<file path="src/ccd_pkg.sv">
// ccd_pkg: constants and types of the conversion count and divider block
// assumes one system clock at 125 MHz and a 32-bit AXI4-Lite register bus
package ccd_pkg;

	// ------------------------------------------------------------
	// timing
	// ------------------------------------------------------------
	localparam int unsigned SYS_CLK_HZ = 125000000;
	localparam int unsigned MEAS_CLK_HZ = 1024000;
	localparam int unsigned TICK_CYC = SYS_CLK_HZ / MEAS_CLK_HZ;
	localparam logic [6:0] TICK_LAST = 7'(TICK_CYC - 1);

	// ------------------------------------------------------------
	// register map (word index, byte address is four times it)
	// ------------------------------------------------------------
	localparam logic [5:0] REG_CFG_IDX = 6'h07;
	localparam logic [5:0] REG_MODE_IDX = 6'h10;
	localparam logic [5:0] REG_STATUS_IDX = 6'h11;
	localparam logic [5:0] REG_MASK_IDX = 6'h12;
	localparam logic [5:0] REG_COUNT_IDX = 6'h13;
	localparam logic [5:0] REG_RESULT_IDX = 6'h14;
	localparam logic [5:0] REG_TEMP_IDX = 6'h15;

	// ------------------------------------------------------------
	// field positions and reset values
	// ------------------------------------------------------------
	localparam int CFG_CNT_EN_BIT = 6;
	localparam int CFG_DIV_EN_BIT = 3;
	localparam int CFG_DIV_SEL_LSB = 0;
	localparam int MODE_KIND_LSB = 0;
	localparam int MODE_TIME_LSB = 4;
	localparam int TEMP_VALID_BIT = 16;
	localparam int STAT_DONE_BIT = 0;
	localparam int STAT_OVF_BIT = 1;
	localparam logic CFG_CNT_EN_RST = 1'b1;
	localparam logic CFG_DIV_EN_RST = 1'b0;
	localparam logic [2:0] CFG_DIV_SEL_RST = 3'h0;
	localparam logic [1:0] MODE_KIND_RST = 2'h1;
	localparam logic [3:0] MODE_TIME_RST = 4'h6;
	localparam logic [1:0] MODE_EXT = 2'h3;
	localparam logic [1:0] RESP_OKAY = 2'h0;
	localparam logic [1:0] RESP_SLVERR = 2'h2;

	typedef struct packed {
		logic cnt_en;
		logic div_en;
		logic [2:0] div_sel;
	} ccd_cfg_t;

	typedef struct packed {
		ccd_cfg_t cfg;
		logic [1:0] kind;
		logic [3:0] time_code;
		logic [1:0] status;
		logic [1:0] mask;
		logic irq;
		logic trig_s1;
		logic trig_s2;
		logic pul_s1;
		logic pul_s2;
		logic pul_s3;
		logic [6:0] tick_cnt;
		logic win;
		logic [23:0] clk_cnt;
		logic [23:0] acc;
		logic [23:0] count_res;
		logic [15:0] result;
		logic [15:0] temp_res;
		logic temp_valid;
		logic aw_got;
		logic [5:0] aw_idx;
		logic w_got;
		logic [31:0] w_data;
		logic w_lane0;
		logic awready;
		logic wready;
		logic bvalid;
		logic [1:0] bresp;
		logic arready;
		logic rvalid;
		logic [31:0] rdata;
		logic [1:0] rresp;
	} ccd_state_t;

endpackage

</file>
<file path="src/ccd_top.sv">
// ccd_top: clock count and result prescaler of a light sensor front end
// assumes trigger and light pulse pins are asynchronous, temp_code is
// produced on aclk, and an AXI4-Lite master with one access of each kind
`timescale 1ns/1ps
module ccd_top
	import ccd_pkg::*;
(
	input wire logic aclk, // system clock
	input wire logic aresetn, // synchronous reset, low active
	input wire logic [7:0] s_axi_awaddr, // write address
	input wire logic s_axi_awvalid, // write address valid
	output logic s_axi_awready, // write address ready
	input wire logic [31:0] s_axi_wdata, // write data
	input wire logic [3:0] s_axi_wstrb, // write byte strobes
	input wire logic s_axi_wvalid, // write data valid
	output logic s_axi_wready, // write data ready
	output logic [1:0] s_axi_bresp, // write response
	output logic s_axi_bvalid, // write response valid
	input wire logic s_axi_bready, // write response ready
	input wire logic [7:0] s_axi_araddr, // read address
	input wire logic s_axi_arvalid, // read address valid
	output logic s_axi_arready, // read address ready
	output logic [31:0] s_axi_rdata, // read data
	output logic [1:0] s_axi_rresp, // read response
	output logic s_axi_rvalid, // read data valid
	input wire logic s_axi_rready, // read data ready
	input wire logic external_trigger_input, // window pin, async
	input wire logic light_pulse, // photo pulse pin, async
	input wire logic [15:0] temp_code, // temperature sample, aclk domain
	output logic irq // level interrupt
);
	import ccd_pkg::*;

	ccd_state_t s_q;
	ccd_state_t s_d;
	logic tick;
	logic fin;
	logic ovf;
	logic [3:0] shamt;
	logic [23:0] shifted;
	logic [1:0] st_set;
	logic [1:0] st_clr;
	logic [31:0] rd;
	logic rd_ok;
	logic wr_ok;

	// ------------------------------------------------------------
	// next state
	// ------------------------------------------------------------
	always_comb
	begin
		s_d = s_q;
		st_set = 2'h0;
		st_clr = 2'h0;
		rd = 32'h0;
		rd_ok = 1'b1;
		wr_ok = 1'b1;
		fin = 1'b0;
		// pin synchronisers
		s_d.trig_s1 = external_trigger_input;
		s_d.trig_s2 = s_q.trig_s1;
		s_d.pul_s1 = light_pulse;
		s_d.pul_s2 = s_q.pul_s1;
		s_d.pul_s3 = s_q.pul_s2;
		// internal measurement clock enable
		tick = (s_q.tick_cnt == TICK_LAST);
		s_d.tick_cnt = tick ? 7'h0 : s_q.tick_cnt + 7'h1;
		// window follows the trigger only in the external mode
		if (!s_q.win && s_q.kind == MODE_EXT && s_q.trig_s2)
		begin
			s_d.win = 1'b1;
			s_d.acc = 24'h0;
			s_d.clk_cnt = 24'h0;
		end
		else if (s_q.win && (!s_q.trig_s2 || s_q.kind != MODE_EXT))
		begin
			s_d.win = 1'b0;
			fin = 1'b1;
		end
		else if (s_q.win)
		begin
			if (s_q.pul_s2 && !s_q.pul_s3 && s_q.acc != 24'hffffff)
				s_d.acc = s_q.acc + 24'h1;
			// clocks counted only with count enable set
			if (s_q.cfg.cnt_en && tick && s_q.clk_cnt != 24'hffffff)
				s_d.clk_cnt = s_q.clk_cnt + 24'h1;
		end
		// prescaler: shift by select plus one only when enabled
		shamt = s_q.cfg.div_en ? {1'b0, s_q.cfg.div_sel} + 4'h1 : 4'h0;
		shifted = s_q.acc >> shamt;
		ovf = (|shifted[23:16]) || s_q.acc == 24'hffffff;
		if (fin)
		begin
			s_d.result = ovf ? 16'hffff : shifted[15:0];
			st_set[STAT_DONE_BIT] = 1'b1;
			st_set[STAT_OVF_BIT] = ovf;
			if (s_q.cfg.cnt_en)
			begin
				s_d.count_res = s_q.clk_cnt;
				s_d.temp_res = temp_code;
				s_d.temp_valid = 1'b1;
			end
			else
				s_d.temp_valid = 1'b0;
		end
		// write channel capture
		if (s_axi_awvalid && s_q.awready)
		begin
			s_d.aw_got = 1'b1;
			s_d.aw_idx = s_axi_awaddr[7:2];
		end
		if (s_axi_wvalid && s_q.wready)
		begin
			s_d.w_got = 1'b1;
			s_d.w_data = s_axi_wdata;
			s_d.w_lane0 = s_axi_wstrb[0];
		end
		if (s_q.bvalid && s_axi_bready)
			s_d.bvalid = 1'b0;
		// register write once both halves are in
		if (s_q.aw_got && s_q.w_got && !s_q.bvalid)
		begin
			s_d.aw_got = 1'b0;
			s_d.w_got = 1'b0;
			s_d.bvalid = 1'b1;
			case (s_q.aw_idx)
				REG_CFG_IDX:
				begin
					if (s_q.w_lane0)
					begin
						s_d.cfg.cnt_en = s_q.w_data[CFG_CNT_EN_BIT];
						s_d.cfg.div_en = s_q.w_data[CFG_DIV_EN_BIT];
						s_d.cfg.div_sel = s_q.w_data[CFG_DIV_SEL_LSB +: 3];
					end
				end
				REG_MODE_IDX:
				begin
					if (s_q.w_lane0)
					begin
						s_d.kind = s_q.w_data[MODE_KIND_LSB +: 2];
						s_d.time_code = s_q.w_data[MODE_TIME_LSB +: 4];
					end
				end
				REG_MASK_IDX:
				begin
					if (s_q.w_lane0)
						s_d.mask = s_q.w_data[1:0];
				end
				REG_STATUS_IDX, REG_COUNT_IDX, REG_RESULT_IDX, REG_TEMP_IDX:
					wr_ok = 1'b1;
				default:
					wr_ok = 1'b0;
			endcase
			s_d.bresp = wr_ok ? RESP_OKAY : RESP_SLVERR;
		end
		// read decode
		case (s_axi_araddr[7:2])
			REG_CFG_IDX:
			begin
				rd[CFG_CNT_EN_BIT] = s_q.cfg.cnt_en;
				rd[CFG_DIV_EN_BIT] = s_q.cfg.div_en;
				rd[CFG_DIV_SEL_LSB +: 3] = s_q.cfg.div_sel;
			end
			REG_MODE_IDX:
			begin
				rd[MODE_KIND_LSB +: 2] = s_q.kind;
				rd[MODE_TIME_LSB +: 4] = s_q.time_code;
			end
			REG_STATUS_IDX:
				rd[1:0] = s_q.status;
			REG_MASK_IDX:
				rd[1:0] = s_q.mask;
			REG_COUNT_IDX:
				rd[23:0] = s_q.count_res;
			REG_RESULT_IDX:
				rd[15:0] = s_q.result;
			REG_TEMP_IDX:
			begin
				rd[15:0] = s_q.temp_res;
				rd[TEMP_VALID_BIT] = s_q.temp_valid;
			end
			default:
				rd_ok = 1'b0;
		endcase
		if (s_q.rvalid && s_axi_rready)
			s_d.rvalid = 1'b0;
		if (s_axi_arvalid && s_q.arready)
		begin
			s_d.rvalid = 1'b1;
			s_d.rdata = rd;
			s_d.rresp = rd_ok ? RESP_OKAY : RESP_SLVERR;
			if (s_axi_araddr[7:2] == REG_STATUS_IDX)
				st_clr = 2'h3;
		end
		// sticky status, a set in the clearing cycle survives
		s_d.status = (s_q.status & ~st_clr) | st_set;
		s_d.irq = |(s_d.status & s_d.mask);
		s_d.awready = !s_d.aw_got && !s_d.bvalid;
		s_d.wready = !s_d.w_got && !s_d.bvalid;
		s_d.arready = !s_d.rvalid;
	end

	// ------------------------------------------------------------
	// state register
	// ------------------------------------------------------------
	always_ff @(posedge aclk)
	begin
		if (!aresetn)
		begin
			s_q <= '0;
			s_q.cfg.cnt_en <= CFG_CNT_EN_RST;
			s_q.cfg.div_en <= CFG_DIV_EN_RST;
			s_q.cfg.div_sel <= CFG_DIV_SEL_RST;
			s_q.kind <= MODE_KIND_RST;
			s_q.time_code <= MODE_TIME_RST;
		end
		else
			s_q <= s_d;
	end

	// outputs straight from the state flops
	assign s_axi_awready = s_q.awready;
	assign s_axi_wready = s_q.wready;
	assign s_axi_bvalid = s_q.bvalid;
	assign s_axi_bresp = s_q.bresp;
	assign s_axi_arready = s_q.arready;
	assign s_axi_rvalid = s_q.rvalid;
	assign s_axi_rdata = s_q.rdata;
	assign s_axi_rresp = s_q.rresp;
	assign irq = s_q.irq;

	// ------------------------------------------------------------
	// assertions
	// ------------------------------------------------------------
	logic [24:0] ratio_chk;
	logic [24:0] quot_chk;
	assign ratio_chk = 25'h2 << s_q.cfg.div_sel;
	// divide as a cross-check of the shift path
	assign quot_chk = 25'(s_q.acc) / ratio_chk;
endmodule

</file>
<file path="config.mk">
export PLATFORM = sky130hd
export DESIGN_NAME = ccd_top
export DESIGN_NICKNAME = d
export VERILOG_FILES = /design/src/ccd_pkg.sv /design/src/ccd_top.sv
export SDC_FILE = /design/constraint.sdc
export NUM_CORES = 1
export LEC_CHECK = 0
export BUFFER_PORTS_ARGS = -buffer_cell sky130_fd_sc_hd__buf_2
export CORE_MARGIN = 1
export CORE_UTILIZATION = 45
export DETAILED_ROUTE_END_ITERATION = 16
export PLACE_DENSITY = 0.7
export SYNTH_ARGS = -nofsm -noshare
export SYNTH_HDL_FRONTEND = slang
export SYNTH_SLANG_ARGS = --single-unit
</file>
<file path="constraint.sdc">
create_clock -name aclk -period 7.7 [get_ports aclk]
set_clock_uncertainty 0.2 [all_clocks]
set_input_delay 0.77 -clock aclk [delete_from_list [all_inputs] [get_ports aclk]]
set_output_delay 0.77 -clock aclk [all_outputs]
set_load 0.005 [all_outputs]
</file>
==> impl_metrics.tcl, run 1 <==
set metrics [dict create \
    drt_iter0_markers 714 \
    tritoncts.num_buffers 17 \
    ant_nets 0 \
    final-max-slew-violation-count 0 \
    status "complete, no violations" \
    synthArstFlopShare_pct 0 \
    starting_density_pct 46.05 \
    cap_violations 0 \
    static_leakage_nw 3.559 \
    die_x_um 143.4 \
    post_synth.cell_area_avg_um2 8.434 \
    io_buffer_count 77 \
    path_clk_slew_ps 70 \
    globalRouteOverflowTotal 0 \
    hpwl_after_detailed_placement_um 14310 \
    timing.final.crit_share_pct 47.51 \
    final-instance-count-excl-fill 1347 \
    firstDrtPassIters 7 \
    post_cts_buffers 0 \
    critPathLaunchType "register" \
    slew_headroom_pct 36.49 \
    grt_pass1_wl_um 34210 \
    nets 1151 \
    clock_sinks 182 \
    ys.warnings.count 0 \
    placedInstanceArea_um2 9250 \
    grt_max_degree 73 \
    fillCellCount 1847 \
    antenna_cells_inserted 0 \
    finalWirelength_um 21080 \
    period_minus_slack_ps 3658 \
    ios 119 \
    critical_path_required_ps 7790 \
    pwr_density_cell_nw_per_um2 193.2 \
    root_buffer "clkbuf_16" \
    layout.cells.most_common "dfxtp_1" \
    yosys.cell_types.count 63 \
    fp.dieH_um 143.4 \
    drc 0 \
    post_synth_instance_area_um2 8991 \
    finalWeightedCongestion 0.8766 \
    placeableCoreArea_um2 19530 \
    cts_tree "done" \
    setup_repair_after_global_routing_missed_its_margin "no" \
    drt-wirelength-per-cell_um 15.65 \
    crit_arrival_ps 3750 \
    clock.fmax_ghz 0.2734 \
    path_class_of_the_lowest_slack_min_delay_path "reg2reg" \
    die_outline_area_um2 20550 \
    cts_resized 0 \
    htreeDepth 4 \
    route.vias.total 7596 \
    critical_path.endpoint_type "register" \
    peakVddDrop_mv 0.1208 \
    synth_edf_count 0 \
    finalInstanceArea_um2 9851 \
    post-synth-top-area-cell "dfxtp_1" \
    ctsLongestPathBuffers 2 \
    crit_fanout 30 \
    clkLatencyLatePin_ps 440 \
    synthToLayoutAreaGrowth_pct 9.560 \
    synth.area.top_cells "dfxtp_1 (41%), nand2_1 (7.2%), a21oi_1 (5.3%)" \
    fp-row-count 51 \
    synth_seq_area_share_pct 40.52 \
    layout.cells.most_common_list "dfxtp_1 (182), nand2_1 (173), a21oi_1 (96), nor2_1 (96), buf_2 (77)" \
    grt_pass1_vias 6830 \
    synth-main-ff-cell "dfxtp_1" \
    hold_violations 0 \
    hold_buffers 0 \
    totalNegativeSetupSlack_ps 0 \
    worst_pin_slew_ps 949.1 \
    detail_route.vias_per_cell 5.639 \
    placed_cells_incl_taps 1315 \
    syn_inst 1066 \
    post-synth-top-area-fraction_pct 40.52 \
    type_of_the_worst_setup_path "reg2reg" \
    finalSetupViolCount 0 \
    share_of_layout_cells_above_drive_strength_1_pct 15.71 \
    synth.ff_latch_count 182 \
    antenna_found_initial 0 \
    overall_routing_resource_usage_pct 21.17 \
]
[per-stage QoR]
step           utilization [%]  worst slack (ps)  total power [mW]  hold WS [ps]
6_report                 50.45              4042             1.903         239.4
2_1_floorplan                -              5108             1.041         211.9
3_3_place_gp             47.37              4102             1.061         216.4
4_1_cts                  50.45              4073             1.926         244.4
5_1_grt                  50.45              3727             1.975         257.1
3_5_place_dp             47.37              4068             1.063         225.9
[final timing paths]
check	startpoint	end	slack, ps	cells after the start
hold / removal	s_d[198]$_SDFF_PN0_	s_q[198]$_SDFF_PN0_	240	1
hold reg to reg	s_d[198]$_SDFF_PN0_	s_q[198]$_SDFF_PN0_	240	1
setup reg to reg	s_q[211]$_SDFFE_PN0P_	irq$_SDFF_PN0_	4040	8
setup / recovery	s_q[211]$_SDFFE_PN0P_	irq$_SDFF_PN0_	4040	8
[critical path, cell delays in order, from the launching register on]
cell,delay (ps)
dfxtp_1,690
ha_1,390
and2_1,180
buf_4,240
a22o_1,220
a221oi_1,440
o221ai_1,250
a211oi_4,700
o21ai_0,190
[Yosys cell counts (all sizes together), types with 4 or more instances]
master and n:
a211oi 7, a21oi 96, a221oi 10, a222oi 8, a31oi 16, and2 13, and3 13, and4 8
buf 49, clkbuf 63, dfxtp 182, ha 5, inv 11, mux2 21, mux2i 30, mux4 18
nand2 173, nand2b 6, nand3 34, nand3b 4, nand4 19, nor2 96, nor3 25, nor3b 8
nor4 9, nor4b 4, o2111ai 4, o211ai 9, o21ai 44, or3 7, xnor2 31, xor2 12
[registers in the layout (all words and copies together) (netlist names)]
name	count
s_axi_wready	1
s_axi_bvalid	1
s_axi_arready	1
s_axi_rvalid	1
s_d	3
s_axi_rdata	24
s_axi_bresp	1
irq	1
s_axi_awready	1
s_axi_rresp	1
s_q	147
[cell families (layout without fill, tap and decap cells)]
| logic type | count (synthesis) | after routing | synth area share (%) |
|---|---|---|---|
| xor gates and xnor gates | 43 | 43 | 4.189 |
| buffers and inverters | 123 | 130 | 6.833 |
| adders and majority gates | 5 | 5 | 0.6958 |
| DFF | 182 | 182 | 40.52 |
| AOI/OAI and AO/OA | 213 | 213 | 14.58 |
| muxes | 69 | 69 | 10.48 |
| other | 1 | 10 | 0.04171 |
| and+or+nand+nor | 430 | 430 | 22.66 |
[layer usage]
metal / GRT usage [%] / vias up / wire, um
li1: - / 3746 / -
met1: 28.07 / 3572 / 9747
met2: 34.07 / 253 / 9774
met3: 4.432 / 25 / 1255
met4: 7.391 / 0 / 297
met5: 0 / - / 0
[cell type report]
type	instances	area, um^2	area share, %
inverter	11	41.29	0.4192
sequential	182	3643	36.99
timing repair buffer	87	460.4	4.674
tap	265	331.6	3.366
clock buffer	17	425.4	4.319
clock inverter	15	175.2	1.778
multi-input combinational	770	4773	48.46
[power by group]
part,internal [mW],switching [mW],total [mW]
Sequential,0.955,0.00971,0.964
Combinational,0.0292,0.0463,0.0755
Clock,0.438,0.425,0.863
Total,1.42,0.481,1.90
Note: power is estimated with default switching activity, not from simulation.
==> run 2: changes to the inputs <==
--- a/config.mk
+++ b/config.mk
@@ -9,7 +9,7 @@
 export CORE_MARGIN = 1
 export CORE_UTILIZATION = 45
 export DETAILED_ROUTE_END_ITERATION = 16
-export PLACE_DENSITY = 0.7
+export PLACE_DENSITY = 0.72
 export SYNTH_ARGS = -nofsm -noshare
 export SYNTH_HDL_FRONTEND = slang
 export SYNTH_SLANG_ARGS = --single-unit
==> constraint.sdc (replaced) <==
create_clock -name aclk -period 3.25 [get_ports aclk]
set_clock_uncertainty 0.2 [all_clocks]
set_input_delay 0.325 -clock aclk [delete_from_list [all_inputs] [get_ports aclk]]
set_output_delay 0.325 -clock aclk [all_outputs]
set_load 0.005 [all_outputs]
==> run 2 against run 1 <==
Effect of this change:
- core utilization grew 2.3 points
- sequential power grew 140%
- fmax grew 26%
- critical endpoint is now s_q[105]$_SDFFE_PN0P_
==> impl_metrics.tcl, run 2 (synthesized netlist as in run 1, its figures left out) <==
set metrics [dict create \
    path_class_of_the_lowest_slack_min_delay_path "in2reg" \
    layout.cells.most_common_list "dfxtp_1 (182), nand2_1 (173), a21oi_1 (96), nor2_1 (96), buf_2 (77)" \
    synthToLayoutAreaGrowth_pct 14.54 \
    grt_max_degree 84 \
    hold_depth 3 \
    antenna_found_initial 0 \
    drc 0 \
    overall_routing_resource_usage_pct 21.65 \
    globalRouteOverflowTotal 0 \
    hold_violations 0 \
    detailroute.wirelength.met3_um 945 \
    rr_endpoint "s_q[105]$_SDFFE_PN0P_" \
    final-max-slew-violation-count 0 \
    cp_slowest_stage_delay_ps 490 \
    totalNegativeSetupSlack_ps 0 \
    grt_pass1_wl_um 35120 \
    firstDrtPassIters 6 \
    ios 119 \
    rr_startpoint "s_q[211]$_SDFFE_PN0P_" \
    die_outline_area_um2 20550 \
    register_containing_the_most_flip_flops_in_the_final_layout "s_q" \
    critical_path.startpoint "s_q[211]$_SDFFE_PN0P_" \
    root_buffer "clkbuf_16" \
    worstHoldEndpoint "s_q[75]$_SDFFE_PN0P_" \
    crit_chain "ha_1 > and2_1 > a22o_1 > a221oi_1 > o221ai_1 > a211oi_4 > buf_4 > a31oi_1" \
    critical_path_required_ps 3350 \
    placeableCoreArea_um2 19530 \
    crit_fanout 16 \
    cts_resized 0 \
    worst_hold_startpoint "s_axi_awvalid" \
    cpLargestDelayFamily "compound AO/OA/AOI/OAI gates" \
    timing.final.crit_share_pct 89.19 \
    pwr_density_cell_nw_per_um2 445.7 \
    tritoncts.num_buffers 17 \
    met2_layer_wire_length_in_the_routed_design_um 10170 \
    antenna_cells_inserted 0 \
    crit_buf_inv 1 \
    finalWeightedCongestion 0.8870 \
    hpwl_after_detailed_placement_um 14830 \
    fp.dieH_um 143.4 \
    static_leakage_nw 3.762 \
    route.vias.total 7742 \
    cts_tree "done" \
    nets 1196 \
    layout.cells.most_common "dfxtp_1" \
    fp-row-count 51 \
    ant_nets 0 \
    cap_violations 0 \
    io_buffer_count 77 \
    status "complete, no violations" \
    clock.fmax_ghz 0.3450 \
    type_of_the_worst_setup_path "reg2reg" \
    starting_density_pct 46.05 \
    worst-r2r-setup-slack_ps 350 \
    drt_iter0_markers 592 \
    slew_headroom_pct 49.41 \
    setup_repair_after_global_routing_missed_its_margin "no" \
    topRoutingLayerUsed "met4" \
    share_of_layout_cells_above_drive_strength_1_pct 15.97 \
    met1_length_um 10150 \
    crit_arrival_ps 3000 \
    post_cts_buffers 0 \
    grt_pass1_vias 7098 \
    worst_pin_slew_ps 753.0 \
    finalSetupViolCount 0 \
    path_clk_slew_ps 80 \
    peakVddDrop_mv 0.2951 \
    clock_sinks 182 \
    clkLatencyLatePin_ps 440 \
    largest_register_ffs 147 \
    hold_slack_ps 12.69 \
    finalWirelength_um 21650 \
    detail_route.vias_per_cell 5.562 \
    critical_path.endpoint_type "register" \
    period_minus_slack_ps 2899 \
    critPathLaunchType "register" \
    worst-r2r-cell-count 8 \
    die_x_um 143.4 \
    ctsLongestPathBuffers 2 \
    htreeDepth 4 \
    cpMaxStageDelayCell "dfxtp_1" \
    drt-wirelength-per-cell_um 15.55 \
]
-- run 2: cell count changes in the layout (fill, tap and decap cells not counted) --
cell | before | now
dlygate4sd3_1 | 0 | 35
inv_8 | 4 | 5
clkinv_2 | 1 | 0
clkinv_4 | 2 | 0
clkbuf_8 | 0 | 1
buf_4 | 10 | 19
buf_12 | 0 | 1
clkinvlp_4 | 0 | 1
-- run 2: worst reg2reg max path: stages, from the launching register on --
cell      delay [ps]
dfxtp_1          490
ha_1             340
and2_1           230
a22o_1           190
a221oi_1         420
o221ai_1         260
a211oi_4         290
buf_4            250
a31oi_1          110
-- run 2: routing by layer --
layer  GRT usage (%)  up-vias
li1                -     3834
met3           3.299       26
met4           8.231        0
met2           35.38      209
met5               0        -
met1           28.81     3673
-- run 2: layout make-up --
class	instances	area [um^2]
fillers	1799	9228
inverters	11	41.29
clock buffers	18	439.2
repair buffers	132	898.4
flip-flops and latches	182	3643
clock inverters	14	171.4
well taps	265	331.6
multi-input cells	770	4773
-- run 2: worst max-delay path by stage --
stage | slack [ps] | cells past startpoint | endpoint
after detailed placement | 420 | 8 | s_q[111]$_SDFFE_PN0P_
after CTS | 380 | 8 | s_q[111]$_SDFFE_PN0P_
after global routing | 140 | 8 | s_q[113]$_SDFFE_PN0P_
final | 350 | 8 | s_q[105]$_SDFFE_PN0P_
after global placement | 430 | 8 | s_q[112]$_SDFFE_PN0P_
after floorplan | 660 | 10 | s_q[114]$_SDFFE_PN0P_
-- run 2: through the flow --
stage	instance area, um^2	setup WS [ps]	power [mW]	utilization (%)	std cells
floorplan	9025	657.9	2.466	-	1075
global placement	9338	428.8	2.519	47.82	1325
detailed placement	9338	416.2	2.523	47.82	1325
CTS	10300	384.5	4.618	52.74	1392
global route	10300	139.6	4.744	52.74	1392
finish	10300	351.2	4.590	52.74	1392
-- run 2: timing repair --
| item | 4_1_cts | 5_1_grt |
|---|---|---|
| endpoints found under the setup margin | 0 | 0 |
| endpoints found under the hold margin | 35 | 0 |
| hold buffers | 35 | 0 |
-- run 2: where the power goes --
| group | internal (mW) | switching [mW] |
|---|---|---|
| clock | 1.07 | 1.02 |
| sequential | 2.26 | 0.0237 |
| combinational | 0.100 | 0.119 |
